==> src/core/timer_pkg.sv <==
// constants for the prescaled down timer with its multi-function pin
package timer_pkg;
  localparam int ADDR_W = 2;
  localparam int DATA_W = 16;
  localparam logic [ADDR_W-1:0] OFS_CTRL = 2'h0;
  localparam logic [ADDR_W-1:0] OFS_PRESCALE = 2'h1;
  localparam logic [ADDR_W-1:0] OFS_MAIN_PERIOD = 2'h2;
  localparam logic [ADDR_W-1:0] OFS_MAIN_COUNT = 2'h3;
  // control register bit positions
  localparam int B_STOP = 0;
  localparam int B_LOAD = 1;
  localparam int B_AUTO = 2;
  localparam int B_CP = 3;
  localparam int B_SENSE = 4;
  localparam int B_PW_LO = 5;
  localparam int B_ROLE_LO = 7;
  localparam int B_DRIVE = 9;
  localparam int B_ERR = 10;
  // prescale register: period in low nibble, live count above it
  localparam int B_PPER_LO = 0;
  localparam int B_PCNT_LO = 4;
  // pin roles
  localparam logic [1:0] ROLE_OFF = 2'h0;
  localparam logic [1:0] ROLE_TOUT = 2'h1;
  localparam logic [1:0] ROLE_GPO = 2'h2;
  localparam logic [1:0] ROLE_EXT = 2'h3;
  // reset values
  localparam logic [3:0] RST_PSC = 4'h0;
  localparam logic [15:0] RST_TIM = 16'hFFFF;
  localparam logic [3:0] RST_PSC_PER = 4'h0;
  localparam logic [15:0] RST_TIM_PER = 16'hFFFF;
endpackage : timer_pkg

==> src/core/prescaled_down_timer_pin.sv <==
// prescaled down timer with interrupt, dma event and multi-function pin
//
// Design decisions made here: the placing of the registers and the address-and-strobe port.
`timescale 1ns/1ps
module prescaled_down_timer_pin
  import timer_pkg::*;
(
  input wire logic sys_clk, // 25 MHz system clock
  input wire logic nrst, // asynchronous reset, active low
  input wire logic [ADDR_W-1:0] regAddr, // register index
  input wire logic [DATA_W-1:0] regWdata, // write data
  input wire logic regWr, // write strobe
  input wire logic regRd, // read strobe
  output logic [DATA_W-1:0] regRdata, // read data, cycle after strobe
  input wire logic timerPinIn, // timer_pin level seen at the pad
  output logic timerPinOut, // timer_pin drive level
  output logic timerPinOe, // timer_pin output enable
  output logic timerIrq, // timer_irq pulse
  output logic dmaSyncEvent // dma_sync_event pulse
);

  typedef struct packed {
    logic timerStop;
    logic loadEnable;
    logic autoReload;
    logic clockOrPulseSel;
    logic outputLevelSense;
    logic [1:0] pulseLengthSel;
    logic [1:0] pinRoleSelect;
    logic pinDriveValue;
    logic modeErrorFlag;
    logic [3:0] prescalePeriod;
    logic [3:0] prescaleCount;
    logic [15:0] mainPeriod;
    logic [15:0] mainCount;
    logic irq;
    logic pinOut;
    logic pinOe;
    logic clkState;
    logic [3:0] pulseCnt;
    logic pinSync1;
    logic pinSync2;
    logic pinPrev;
    logic [DATA_W-1:0] rdata;
  } state_t;

  state_t st_r;
  state_t st_nxt;

  function automatic logic [3:0] pulseWidth(input logic [1:0] sel);
    case (sel)
      2'h0: pulseWidth = 4'h1;
      2'h1: pulseWidth = 4'h2;
      2'h2: pulseWidth = 4'h4;
      default: pulseWidth = 4'h8;
    endcase
  endfunction : pulseWidth

  function automatic logic roleLegal(input logic [1:0] cur,
                                     input logic [1:0] nxt);
    if (cur == nxt || cur == ROLE_OFF)
      roleLegal = 1'b1;
    else if (cur == ROLE_EXT)
      roleLegal = 1'b0;
    else
      roleLegal = (nxt == ROLE_TOUT) || (nxt == ROLE_GPO);
  endfunction : roleLegal

  logic extEdge;
  logic tick;
  logic terminal;
  logic [1:0] wrRole;

  // the first sync flop feeds only the second
  assign extEdge = st_r.pinSync2 & ~st_r.pinPrev;
  assign tick = (st_r.pinRoleSelect == ROLE_EXT)
                ? extEdge : 1'b1;
  assign terminal = tick && !st_r.timerStop && !st_r.loadEnable
                    && st_r.prescaleCount == 4'h0
                    && st_r.mainCount == 16'h0;
  assign wrRole = regWdata[B_ROLE_LO+:2];

  always_comb
  begin
    st_nxt = st_r;
    st_nxt.irq = 1'b0;
    st_nxt.pinSync1 = timerPinIn;
    st_nxt.pinSync2 = st_r.pinSync1;
    st_nxt.pinPrev = st_r.pinSync2;
    // counting
    if (st_r.loadEnable)
    begin
      st_nxt.prescaleCount = st_r.prescalePeriod;
      st_nxt.mainCount = st_r.mainPeriod;
    end
    else if (!st_r.timerStop && tick)
    begin
      if (st_r.prescaleCount != 4'h0)
        st_nxt.prescaleCount = st_r.prescaleCount - 4'h1;
      else
      begin
        st_nxt.prescaleCount = st_r.prescalePeriod;
        if (st_r.mainCount != 16'h0)
          st_nxt.mainCount = st_r.mainCount - 16'h1;
        else
        begin
          st_nxt.irq = 1'b1;
          st_nxt.mainCount = st_r.mainPeriod;
          if (!st_r.autoReload)
            st_nxt.timerStop = 1'b1;
        end
      end
    end
    // pin waveform state
    if (st_r.pulseCnt != 4'h0)
      st_nxt.pulseCnt = st_r.pulseCnt - 4'h1;
    if (terminal)
    begin
      st_nxt.pulseCnt = pulseWidth(st_r.pulseLengthSel);
      st_nxt.clkState = ~st_r.clkState;
    end
    // register writes
    if (regWr)
    begin
      case (regAddr)
        OFS_CTRL:
        begin
          st_nxt.timerStop = regWdata[B_STOP];
          st_nxt.loadEnable = regWdata[B_LOAD];
          st_nxt.autoReload = regWdata[B_AUTO];
          st_nxt.clockOrPulseSel = regWdata[B_CP];
          st_nxt.outputLevelSense = regWdata[B_SENSE];
          st_nxt.pulseLengthSel = regWdata[B_PW_LO+:2];
          st_nxt.pinDriveValue = regWdata[B_DRIVE];
          if (roleLegal(st_r.pinRoleSelect, wrRole))
            st_nxt.pinRoleSelect = wrRole;
          else
            st_nxt.modeErrorFlag = 1'b1;
        end
        OFS_PRESCALE:
          st_nxt.prescalePeriod = regWdata[B_PPER_LO+:4];
        OFS_MAIN_PERIOD:
          st_nxt.mainPeriod = regWdata;
        OFS_MAIN_COUNT:
          st_nxt.mainCount = regWdata;
        default:
          st_nxt.mainPeriod = st_r.mainPeriod;
      endcase
    end
    // pin drive
    case (st_nxt.pinRoleSelect)
      ROLE_TOUT:
      begin
        st_nxt.pinOe = 1'b1;
        if (st_nxt.clockOrPulseSel)
          st_nxt.pinOut = st_nxt.clkState ^ st_nxt.outputLevelSense;
        else
          st_nxt.pinOut = (st_nxt.pulseCnt != 4'h0)
                          ^ st_nxt.outputLevelSense;
      end
      ROLE_GPO:
      begin
        st_nxt.pinOe = 1'b1;
        st_nxt.pinOut = st_nxt.pinDriveValue;
      end
      default:
      begin
        st_nxt.pinOe = 1'b0;
        st_nxt.pinOut = 1'b0;
      end
    endcase
    // read data, valid the cycle after the strobe
    st_nxt.rdata = '0;
    if (regRd)
    begin
      case (regAddr)
        OFS_CTRL:
        begin
          st_nxt.rdata[B_STOP] = st_r.timerStop;
          st_nxt.rdata[B_LOAD] = st_r.loadEnable;
          st_nxt.rdata[B_AUTO] = st_r.autoReload;
          st_nxt.rdata[B_CP] = st_r.clockOrPulseSel;
          st_nxt.rdata[B_SENSE] = st_r.outputLevelSense;
          st_nxt.rdata[B_PW_LO+:2] = st_r.pulseLengthSel;
          st_nxt.rdata[B_ROLE_LO+:2] = st_r.pinRoleSelect;
          st_nxt.rdata[B_DRIVE] = st_r.pinDriveValue;
          st_nxt.rdata[B_ERR] = st_r.modeErrorFlag;
        end
        OFS_PRESCALE:
        begin
          st_nxt.rdata[B_PPER_LO+:4] = st_r.prescalePeriod;
          st_nxt.rdata[B_PCNT_LO+:4] = st_r.prescaleCount;
        end
        OFS_MAIN_PERIOD:
          st_nxt.rdata = st_r.mainPeriod;
        default:
          st_nxt.rdata = st_r.mainCount;
      endcase
    end
  end

  always_ff @(posedge sys_clk or negedge nrst)
  begin
    if (!nrst)
    begin
      st_r <= '0;
      st_r.timerStop <= 1'b1;
      st_r.prescaleCount <= RST_PSC;
      st_r.mainCount <= RST_TIM;
      st_r.prescalePeriod <= RST_PSC_PER;
      st_r.mainPeriod <= RST_TIM_PER;
    end
    else
      st_r <= st_nxt;
  end

  assign regRdata = st_r.rdata;
  assign timerPinOut = st_r.pinOut;
  assign timerPinOe = st_r.pinOe;
  assign timerIrq = st_r.irq;
  assign dmaSyncEvent = st_r.irq;
endmodule : prescaled_down_timer_pin

==> config.mk <==
export PLATFORM = sky130hd
export DESIGN_NAME = prescaled_down_timer_pin
export DESIGN_NICKNAME = d
export VERILOG_FILES = /design/src/core/timer_pkg.sv /design/src/core/prescaled_down_timer_pin.sv
export SDC_FILE = /design/constraint.sdc
export NUM_CORES = 1
export LEC_CHECK = 0
export ABC_CLOCK_PERIOD_IN_PS = 3400
export BUFFER_PORTS_ARGS = -buffer_cell sky130_fd_sc_hd__buf_4
export CAP_MARGIN = 20
export CORE_MARGIN = 2
export CORE_UTILIZATION = 45
export CTS_CLUSTER_SIZE = 16
export DETAILED_ROUTE_END_ITERATION = 7
export PLACE_DENSITY_LB_ADDON = 0.12
export SLEW_MARGIN = 20
export SYNTH_ARGS = -nofsm -noshare
export SYNTH_HDL_FRONTEND = slang
export SYNTH_SLANG_ARGS = --single-unit
==> constraint.sdc <==
create_clock -name sys_clk -period 3.4 [get_ports sys_clk]
set_input_delay 0.34 -clock sys_clk [delete_from_list [all_inputs] [get_ports sys_clk]]
set_output_delay 0.34 -clock sys_clk [all_outputs]
set_load 0.005 [all_outputs]
# Word-level counts from Yosys, hierarchy flattened
# Index checks and enable logic that the tools add are counted.
# word_totals
regBits	78
latchBits	0
mem_bits_rw	0
mem_bits_ro	0
inputBits	23
output_inout_bits	20
word_cells	100
n_memories	0
# classes
addsub	3
n_mul	0
n_div	0
order_cmp	0
eq_ne	11
shifts	0
muxes	35
bitwise	6
n_reduce_logical	23
# ops
operator	n
$mux 16	5
$mux 17	2
$pmux 8 s3	1
$mux 4	5
$logic_not 16->1	1
$reduce_bool 16->1	1
$sub 16x1->16 const B	1
$mux 15	1
$mux 1	14
$eq 2x2->1 const B	6
$pmux 4 s3	1
$reduce_bool 4->1	3
$mux 11	1
$pmux 5 s2	1
$pmux 3 s3	1
$eq 2x1->1 const B	4
$sub 4x1->4 const B	2
$logic_not 2->1	3
$reduce_and 2->1	3
$mux 5	1
$logic_and 1x1->1	4
$logic_not 4->1	1
$pmux 2 s2	1
$not 1->1	3
9 further kinds	12

# Depth between registers and ports, before layout
# Gate-level depths: netlist of run 1.
# depth
ltp_word	12
mapped_depth	9
mapped_depth_nobuf	8

# Least setup slack after synthesis of run 1
# No wires, ideal clock.
# synth_path
path_kind	register to register
start	register st_r[59] (netlist name)
end	register st_r, in the netlist timerPinOut
setup_time_ns	0.129
arrival_time_ns	2.076
t_required_ns	3.271
path_slack_ns	1.194
stages_incl_launch_ff	10
path_buffers	1
period_less_slack_ns	2.206
path_cell_list	dfrtp_1 > inv_1 > ha_1 > or3b_4 > a311oi_4 > nand4_1 > buf_2 > nand3_1 > mux2_2 > a31oi_1
# synth_lines
element	line	source
start: declaration	prescaled_down_timer_pin.sv:47	state_t st_r;
start signal: assignment	prescaled_down_timer_pin.sv:214	st_r <= st_nxt;

==> summary.md, run 1 <==
| Metric | Value |
|---|---|
| Max incr delay on CP | 0.46 ns |
| Gr usage total | 0.222 |
| Tmin final | 2.66 ns |
| Top achievable clock speed | 376 MHz |
| Crit Path Class | flop to flop |
| Critical path launch point | st_r[59]$_DFFE_PN0P_ |
| Unrepaired setup endpoints after global routing | no |
| Via count | 3212 |
| Yosys warns | 0 |
| Worst-path clk slew | 0.09 ns |
| Critical Path Sink Type | flop |
| Endpoints failing setup | 0 |
| # Post-CTS Setup Buffers | 0 |
| Initial Utilization | 0.462 |
| Synth Net Count | 449 |
| P_leak | 0.00201 µW |
| Cell Area, Synth | 0.00425 mm² |
| Vias in the first global route | 3241 |
| Cell taking the most area after synthesis | dfrtp_1 |
| Final Cycle Share | 0.782 |
| Synth cell types | 59 |
| Max_slew headroom | 0.339 |
| Worst hold start | timerPinIn |
| Primary FF master, synth | dfrtp_1 |
| Worst hold path type | input port to flop |
| Met1 WL | 4850 µm |
| Fill cells | 872 |
| CP Launch Type | flop |
| CP delay by family, top | simple AND/OR/NAND/NOR gates |
| Sum Neg Setup Slack | 0 ns |
| Most frequent cells in the layout | 45 x dfrtp_1, 45 x buf_4, 39 x nand2_1 |
| CTS Sinks | 78 |
| Area grow syn2layout | 11.5% |
| CTS tree | done |
| IO buf count | 42 |
| WL per Instance | 18.7 µm |
| Mapped Cells | 419 |
| Synth Area per Inst | 10.1 µm² |
| Met3 wire len | 638 µm |
| DRC violations left | 0 |
| Number of synthesized flops with an enable pin | 0 |
| Worst slew pin tran | 0.988 ns |
| DRT iter0 DRCs | 230 |
| Leading post-synthesis cells by cell area | dfrtp_1 26%, dfstp_2 20%, mux2_2 6.4% |
| Hpwl dp | 7240 µm |
| Top sig layer | met4 |
| Largest net degree at the start of global routing | 79 |
| Reg-to-Reg Start | st_r[59]$_DFFE_PN0P_ |
| PostCTS Resize Cnt | 0 |
| Critical Path RT | 3.64 ns |
| Hold WS | 0.0943 ns |
| Global-route wire length before repair | 17300 µm |
| Power Total | 3080 µW |
| Row count | 35 |
| Top cell type's share of synthesized area | 0.265 |
| Max-cap violation count | 0 |
| Die area | 0.0102 mm² |
| Met2 WL | 4810 µm |
| Clock Skews | 0.0129 ns |
| Die Span Y | 101 µm |
| # nets final | 470 |
| Gr ovfl total | 0 |
| Deepest clock path buffer count | 2 |
| Die X | 101 µm |
| Drt first pass iters | 5 |
| Num CTS Buffers | 9 |
| Vias per inst | 5.78 |
| Worst-path cell chain | inv_1 > ha_1 > or3b_4 > a311oi_4 > buf_4 > nand4_1 > nand3_1 > mux2_2 > a31oi_1 |
| CTS Root Cell | clkbuf_8 |
| I/O pins | 43 |
| Clock latency on the worst-skew pair | 0.35 ns |
| #FFs+latches synth | 78 |
| Initial antenna violation count | 0 |
| Share of cells above drive strength 1 | 0.299 |
| H-tree level count | 3 |
| Total core area | 0.00920 mm² |
| Layout Utilization | 0.516 |
| Power Dens Cells | 650 mW/mm² |
| Post-synthesis sequential area ratio | 0.469 |
| Critical path arrival | 2.90 ns |
| Slowest cell on crit path | nand4_1 |
| Total routed wirelength | 10400 µm |
| WP buf/inv | 2 |
| N_diodes | 0 |
| GPL Wtd Cong | 0.896 |
| Status | finished clean |
| Max VDD drop | 282 µV |
| Max Slew Vio Count | 0 |
| Antenna-violating nets left | 0 |
| Worst-path fanout max | 11 |
| Synth async-reset ratio | 1.00 |
| Final-report hold violation count | 0 |
| CTS Hold Bufs | 0 |
==> area by class of cell <==
type                       instances  area [µm²]  share of cell area
inverter                          17        63.8              0.0135
clock buffer                      10         128              0.0269
clock inverter                     6        86.3              0.0182
tap                              111         139              0.0293
multi-input combinational        289        2000               0.421
sequential                        78        1990               0.420
timing repair buffer              45         338              0.0712
==> worst reg2reg max path, stage by stage (launching register included) <==
cell and delay, ns:
dfrtp_1 0.41, inv_1 0.11, ha_1 0.17, or3b_4 0.41, a311oi_4 0.26, buf_4 0.22, nand4_1 0.46, nand3_1 0.26
mux2_2 0.17, a31oi_1 0.07
==> worst paths after layout <==
check	to	slack (ns)	cells past startpoint
worst max-delay path	timerPinOut$_DFF_PN0_	0.74	9
worst min-delay path	st_nxt[17]$_DFF_PN0_	0.09	1
worst max register to register	timerPinOut$_DFF_PN0_	0.74	9
worst min register to register	st_nxt[16]$_DFF_PN0_	0.35	0
max in group asynchronous	st_r[67]$_DFFE_PN0P_	2.62	1
min in group asynchronous	regRdata[13]$_DFF_PN0_	0.11	1
==> sequential cells by signal, summed over array words and instances (netlist names) <==
signal	cells
timerPinOe	1
timerPinOut	1
st_nxt	2
regRdata	16
dmaSyncEvent	1
st_r	57
==> synth_stat cells (2+ instances only) <==
master     n
mux2i_1    6
mux2_2    24
nor2b_1    5
and2_1     9
clkbuf_1  11
o22ai_1    4
dfrtp_1   45
nor3b_1    2
nor3_1     8
or2b_1     2
o41ai_1    2
buf_2      4
o22a_1     2
xnor2_1    4
buf_4     17
nand3_1   12
or4_1      4
ha_1       7
o211ai_1   2
a21oi_1   31
a31oi_1    8
nor4_1     6
nor2_1    30
inv_1     16
a22oi_1    5
mux4_2     7
o21ai_0   28
o21a_1     2
nand3b_1   3
nand2_1   39
nand4_1    3
buf_1      3
dfstp_2   33
or3_1      3
nand2b_1   4
or2_2      2
o31ai_1    4
==> metal layers <==
metal	track usage	vias to the layer above
met5	0	-
li1	-	1528
met1	0.319	1583
met3	0.0587	7
met2	0.327	94
met4	0.0790	0
==> cells by family after synthesis <==
family	Yosys count	synth area share
and+or+nand+nor	138	0.167
AOI/OAI and AO/OA	101	0.150
DFF	78	0.469
buffers and inverters	52	0.0621
muxes	38	0.121
adders and majority gates	7	0.0206
xor gates and xnor gates	5	0.0103
==> per-stage QoR <==
step	setup slack (ns)	cell area (µm²)	instances
after floorplan	1.19	4250	419
after global placement	0.860	4530	540
after detailed placement	0.755	4530	540
after CTS	0.727	4740	556
after global routing	0.496	4740	556
final	0.741	4740	556
==> where the power goes <==
part | leakage [µW] | internal, µW | switching, µW
registers | 0.000910 | 1210 | 251
clock network | 0.000106 | 412 | 349
logic | 0.000990 | 431 | 426
Note: power is estimated with default switching activity, not from simulation.
==> run 2: changes to the inputs <==
--- a/config.mk
+++ b/config.mk
@@ -5,7 +5,7 @@
 export SDC_FILE = /design/constraint.sdc
 export NUM_CORES = 1
 export LEC_CHECK = 0
-export ABC_CLOCK_PERIOD_IN_PS = 3400
+export ABC_CLOCK_PERIOD_IN_PS = 2700
 export BUFFER_PORTS_ARGS = -buffer_cell sky130_fd_sc_hd__buf_4
 export CAP_MARGIN = 20
 export CORE_MARGIN = 2
==> constraint.sdc (replaced) <==
create_clock -name sys_clk -period 2.7 [get_ports sys_clk]
set_input_delay 0.27 -clock sys_clk [delete_from_list [all_inputs] [get_ports sys_clk]]
set_output_delay 0.27 -clock sys_clk [all_outputs]
set_load 0.005 [all_outputs]
==> run 2 against run 1 <==
  * Hold slack got worse by 0.068 ns
  * Sequential share of layout area fell by 0.64 points
  * Power rose by 25%
==> summary.md, run 2 (synthesis results as in run 1) <==
| Metric | Value |
|---|---|
| Int Pwr | 2550 µW (+24%) |
| Antenna-violating nets left | 0 (unchanged) |
| Drt first pass iters | 5 (unchanged) |
| Switching Share | 0.342 (+0.00924) |
| Critical path arrival | 2.85 ns (-0.05 ns) |
| H-tree level count | 3 (unchanged) |
| Comb pwr share | 0.290 (+0.012) |
| Die Span Y | 101 µm (unchanged) |
| Global-route wire length before repair | 16800 µm (-2.7%) |
| Tmin final | 2.55 ns (-0.114 ns) |
| GPL Wtd Cong | 0.867 (-3.2%) |
| Row count | 35 (unchanged) |
| Reg-to-Reg Start | st_r[27]$_DFF_PN1_ |
| WL per Instance | 18.4 µm (-1.2%) |
| Worst reg2reg endpoint | st_r[37]$_DFF_PN1_ |
| Worst hold path type | input port to flop |
| DRC violations left | 0 (unchanged) |
| Biggest register | st_r |
| Die X | 101 µm (unchanged) |
| # nets final | 480 (+2.1%) |
| Die area | 0.0102 mm² (unchanged) |
| Endpoints failing setup | 0 (unchanged) |
| Final Instance Area | 0.00482 mm² (+1.6%) |
| P_leak | 0.00204 µW (+1.9%) |
| Area after DPL | 0.00460 mm² (+1.7%) |
| Gr usage total | 0.218 (-0.00491) |
| Deepest clock path buffer count | 2 (unchanged) |
| Critical Path RT | 3.01 ns (-0.63 ns) |
| Crit Path Class | flop to flop |
| Worst hold start | timerPinIn |
| Clock Skews | 0.0121 ns (-0.000774 ns) |
| Max-cap violation count | 0 (unchanged) |
| Worst setup margin | 0.155 ns (-0.586 ns) |
| Initial Utilization | 0.462 (unchanged) |
| IO buf count | 42 (unchanged) |
| Power Total | 3870 µW (+25%) |
| Hold depth | 1 (unchanged) |
| Pre-CTS setup slack | 0.174 ns (-0.582 ns) |
| Max_slew headroom | 0.352 (+0.0130) |
| Vias per inst | 5.80 (+0.47%) |
| Final-report hold violation count | 0 (unchanged) |
| Share of cells above drive strength 1 | 0.319 (+0.0198) |
| Number of flip-flops in the largest register | 57 (unchanged) |
| Largest net degree at the start of global routing | 79 (unchanged) |
| Sum Neg Setup Slack | 0 ns (unchanged) |
| Power Dens Cells | 803 mW/mm² (+24%) |
| DRT iter0 DRCs | 190 (-17%) |
| Final Cycle Share | 0.943 (+0.161) |
| Sink of the worst hold path | st_nxt[17]$_DFF_PN0_ |
| Clock latency on the worst-skew pair | 0.35 ns (about the same) |
| Total routed wirelength | 10400 µm (+0.53%) |
| Initial antenna violation count | 0 (unchanged) |
| Via count | 3285 (+2.3%) |
| Critical path launch point | st_r[27]$_DFF_PN1_ |
| Worst slew pin tran | 0.971 ns (-0.0165 ns) |
| R2R Setup Slk | 0.15 ns (-0.59 ns) |
| Critical Path Sink Type | flop |
| Commonest non-fill, non-tap cell in the layout | buf_4 |
| Worst-path fanout max | 11 (unchanged) |
| Area grow syn2layout | 13.3% |
| Hpwl dp | 7460 µm (+3.1%) |
| Worst-path clk slew | 0.09 ns (about the same) |
| CTS tree | done |
| N_diodes | 0 (unchanged) |
| Total core area | 0.00920 mm² (unchanged) |
| Fill cells | 874 (+0.23%) |
| Most frequent cells in the layout | 55 x buf_4, 45 x dfrtp_1, 39 x nand2_1 |
| CTS Root Cell | clkbuf_8 |
| Max Slew Vio Count | 0 (unchanged) |
| Reg2Reg Depth | 8 (-1) |
| I/O pins | 43 (unchanged) |
| Unrepaired setup endpoints after global routing | no |
| Vias in the first global route | 3161 (-2.5%) |
| Sw Pwr | 1320 µW (+29%) |
| CP Launch Type | flop |
| Status | finished clean |
| Max VDD drop | 301 µV (+6.8%) |
| CTS Sinks | 78 (unchanged) |
| Gr ovfl total | 0 (unchanged) |
| Sequential Power Share | 0.474 (about the same) |
| Clock network power share | 0.236 (-0.011) |
| Top achievable clock speed | 393 MHz (+4.5%) |
| Num CTS Buffers | 9 (unchanged) |
## run 2: repair_timing
item | 4_1_cts | 5_1_grt
buffers inserted | 0 | 0
resized for setup | 0 | 1
hold buffers | 0 | 0
endpoints found under the setup margin | 0 | 3
## run 2: worst max-delay path: stages (launching register included)
cell and delay [ns]:
dfstp_2 0.59, inv_1 0.07, ha_1 0.20, nor3b_1 0.17, and4_1 0.26, a21oi_1 0.72
o21ai_0 0.20, a31oi_1 0.19, a21o_1 0.10
## run 2: power by group through the flow
stage,combinational (µW),sequential [µW],clock (µW)
global placement,1090,1830,0
global route,1270,1870,987
CTS,1130,1820,935
floorplan,853,1730,0
detailed placement,1120,1840,0
finish,1120,1830,913
## run 2: layout make-up
cell class	instances	area (µm²)	area share
clock inverter	6	70.1	0.0145
tap	111	139	0.0288
sequential	78	1990	0.414
clock buffer	10	138	0.0286
inverter	17	63.8	0.0132
multi-input combinational	289	2000	0.415
timing repair buffer	55	413	0.0857
## run 2: metal layers
layer / vias to the layer above / routed length [µm] / GRT usage
met3: 16 / 550 / 0.0311
met4: 0 / 191 / 0.0821
met1: 1613 / 4880 / 0.319
met5: - / 0 / 0
li1: 1558 / - / -
met2: 98 / 4810 / 0.329
## run 2: metrics by stage
stage                     utilization  cells  hold WS (ns)
after floorplan                     -    419       -0.0256
after global placement          0.501    550         0.335
after detailed placement        0.501    550         0.348
after CTS                       0.523    566        0.0123
after global routing            0.524    566       0.00576
final                           0.524    566        0.0266
## run 2: how the worst max path moves through the flow
stage | depth (start not counted) | slack (ns) | end
floorplan | 9 | 0.49 | timerPinOut$_DFF_PN0_
global placement | 9 | 0.22 | st_r[40]$_DFF_PN1_
detailed placement | 9 | 0.17 | st_r[40]$_DFF_PN1_
CTS | 8 | 0.16 | st_r[37]$_DFF_PN1_
global route | 8 | 0.02 | st_r[37]$_DFF_PN1_
finish | 8 | 0.15 | st_r[37]$_DFF_PN1_
==> run 3: changes to the inputs <==
--- a/config.mk
+++ b/config.mk
@@ -5,7 +5,7 @@
 export SDC_FILE = /design/constraint.sdc
 export NUM_CORES = 1
 export LEC_CHECK = 0
-export ABC_CLOCK_PERIOD_IN_PS = 2700
+export ABC_CLOCK_PERIOD_IN_PS = 2370
 export BUFFER_PORTS_ARGS = -buffer_cell sky130_fd_sc_hd__buf_4
 export CAP_MARGIN = 20
 export CORE_MARGIN = 2
==> constraint.sdc (replaced) <==
create_clock -name sys_clk -period 2.37 [get_ports sys_clk]
set_input_delay 0.237 -clock sys_clk [delete_from_list [all_inputs] [get_ports sys_clk]]
set_output_delay 0.237 -clock sys_clk [all_outputs]
set_load 0.005 [all_outputs]
==> run 3 against run 2 <==
  * Clock power up 36%
  * Power increased by 21%
  * Fmax up 15%
  * Die area stayed put
  * Register-to-register slack barely moved
  * Setup slack gained 0.0098 ns
  * Combinational power up 21%
==> summary.md, run 3 (synthesis results as in run 1) <==
| Metric | Value |
|---|---|
| Max-cap violation count | 0 (unchanged) |
| WL per Instance | 18.3 µm (-0.64%) |
| # nets final | 495 (+3.1%) |
| Initial Utilization | 0.462 (unchanged) |
| Unrepaired setup endpoints after global routing | no |
| H-tree level count | 3 (unchanged) |
| Crit Path Class | flop to flop |
| Vias per inst | 5.72 (-1.4%) |
| Switching Share | 0.324 (-0.0179) |
| Gr ovfl total | 0 (unchanged) |
| Power Total | 4670 µW (+21%) |
| Vias in the first global route | 3355 (+6.1%) |
| CTS tree | done |
| Pre-CTS setup slack | -0.0572 ns (-0.231 ns) |
| Endpoints failing setup | 0 (unchanged) |
| Via count | 3326 (+1.2%) |
| Sw Pwr | 1510 µW (+14%) |
| Gr usage total | 0.228 (+0.0105) |
| Worst slew pin tran | 0.673 ns (-0.298 ns) |
| Commonest non-fill, non-tap cell in the layout | buf_4 |
| Int Pwr | 3160 µW (+24%) |
| N_diodes | 0 (unchanged) |
| Max Slew Vio Count | 0 (unchanged) |
| CP delay by family, top | compound AO/OA/AOI/OAI gates |
| I/O pins | 43 (unchanged) |
| Num CTS Buffers | 9 (unchanged) |
| WP buf/inv | 3 (+2) |
| Critical Path Sink Type | flop |
| Sequential Power Share | 0.446 (-0.028) |
| Clock Skews | 0.0193 ns (+0.00723 ns) |
| Die area | 0.0102 mm² (unchanged) |
| Tmin final | 2.21 ns (-0.340 ns) |
| CP Launch Type | flop |
| Most frequent cells in the layout | 67 x buf_4, 45 x dfrtp_1, 38 x nand2_1 |
| Drt first pass iters | 5 (unchanged) |
| Largest net degree at the start of global routing | 53 (-33%) |
| P_leak | 0.00216 µW (+5.5%) |
| Global-route wire length before repair | 17800 µm (+6.0%) |
| Clock latency on the worst-skew pair | 0.36 ns (about the same) |
| Clock network power share | 0.266 (+0.030) |
| Max VDD drop | 507 µV (+68%) |
| Total routed wirelength | 10600 µm (+2.0%) |
| Deepest clock path buffer count | 2 (unchanged) |
| Worst setup margin | 0.164 ns (+0.00985 ns) |
| Share of cells above drive strength 1 | 0.338 (+0.0196) |
| Worst-path clk slew | 0.08 ns (about the same) |
| DRC violations left | 0 (unchanged) |
| Power Dens Cells | 933 mW/mm² (+16%) |
| Row count | 35 (unchanged) |
| DRT iter0 DRCs | 189 (-0.53%) |
| Comb pwr share | 0.289 (about the same) |
| Biggest register | st_r |
| Number of flip-flops in the largest register | 57 (unchanged) |
| Top achievable clock speed | 453 MHz (+15%) |
| Total core area | 0.00920 mm² (unchanged) |
| Final Cycle Share | 0.931 (-0.0121) |
| IO buf count | 42 (unchanged) |
| Initial antenna violation count | 0 (unchanged) |
| Worst hold path type | input port to flop |
| Final-report hold violation count | 0 (unchanged) |
| Area grow syn2layout | 17.7% |
| GPL Wtd Cong | 0.925 (+6.7%) |
| CTS Root Cell | clkbuf_8 |
| Critical path arrival | 2.48 ns (-0.37 ns) |
| Die X | 101 µm (unchanged) |
| Status | finished clean |
| Max incr delay on CP | 0.41 ns (-0.31 ns) |
| Hpwl dp | 7790 µm (+4.4%) |
| Antenna-violating nets left | 0 (unchanged) |
| CTS Sinks | 78 (unchanged) |
| Critical Path RT | 2.65 ns (-0.36 ns) |
| Die Span Y | 101 µm (unchanged) |
| Max_slew headroom | 0.551 (+0.199) |
| Slowest cell on crit path | dfrtp_1 |
| Worst-path fanout max | 6 (-5) |
| Worst-path cell chain | inv_1 > ha_1 > nor3b_4 > o211ai_1 > buf_4 > buf_4 > a21oi_1 > nand3_1 > a31o_2 > a21oi_1 |
run 3: changes by cell type in the layout (fill, tap and decap cells not counted), moves of 2 or more:
| cell | previous run | this run |
|---|---|---|
| buf_4 | 55 | 67 |
| bufinv_16 | 1 | 3 |
| clkinvlp_4 | 3 | 0 |
| dlygate4sd3_1 | 0 | 2 |
run 3: routing by layer:
layer / up-vias / share of wire / global-route usage / wire length, µm
li1: 1582 / - / - / -
met1: 1645 / 0.49 / 0.340 / 5240
met2: 86 / 0.45 / 0.348 / 4800
met3: 13 / 0.038 / 0.0304 / 401
met4: 0 / 0.018 / 0.0696 / 194
met5: - / 0 / 0 / 0
run 3: power by group through the flow:
stage          Combinational (µW)  Clock [µW]  Sequential, µW
3_3_place_gp                 1310           0            2080
3_5_place_dp                 1330           0            2080
6_report                     1350        1240            2080
4_1_cts                      1340        1260            2060
2_1_floorplan                 972           0            1970
5_1_grt                      1520        1320            2130
run 3: through the flow:
step                      utilization  cell area [µm²]  instances  setup TNS [ns]  hold WS [ns]
after CTS                       0.542             4980        580               0        0.0895
after detailed placement        0.512             4710        562         -0.0778         0.327
after global placement          0.512             4710        562        -0.00647         0.315
final                           0.544             5000        581               0        0.0973
after global routing            0.544             5000        581               0         0.109
after floorplan                     -             4250        419               0       -0.0586
run 3: cell type report:
cell class	instances	area, µm²
clock inverters	5	108
clock buffers	11	141
well taps	111	139
flip-flops and latches	78	1990
repair buffers	70	543
multi-input cells	289	2020
inverters	17	63.8
fillers	833	4190
run 3: path summary, 6_finish.rpt:
check / from / end / slack [ns] / cells past startpoint
setup / recovery: st_r[60]$_DFFE_PN0P_ / st_r[30]$_DFF_PN1_ / 0.16 / 10
setup reg to reg: st_r[60]$_DFFE_PN0P_ / st_r[30]$_DFF_PN1_ / 0.16 / 10
min in group asynchronous: nrst / regRdata[13]$_DFF_PN0_ / 0.47 / 2
max in group asynchronous: nrst / st_r[48]$_DFFE_PN1P_ / 1.23 / 3
hold / removal: regWdata[6] / st_r[72]$_DFFE_PN0P_ / 0.1 / 3
hold reg to reg: st_nxt[17]$_DFF_PN0_ / st_nxt[16]$_DFF_PN0_ / 0.36 / 0
run 3: worst reg2reg max path, cell delays in order (launching register included):
cell and delay, ns:
dfrtp_1 0.41, inv_1 0.09, ha_1 0.15, nor3b_4 0.26, o211ai_1 0.22, buf_4 0.19, buf_4 0.15, a21oi_1 0.19
nand3_1 0.11, a31o_2 0.25, a21oi_1 0.13
run 3: repair_timing:
item / CTS / global route
gates resized for setup: 1 / 4
pin swaps: 0 / 3
hold buffers: 2 / 0
hold endpoints to repair: 33 / 0
buffers inserted: 0 / 1
endpoints found under the setup margin: 3 / 10
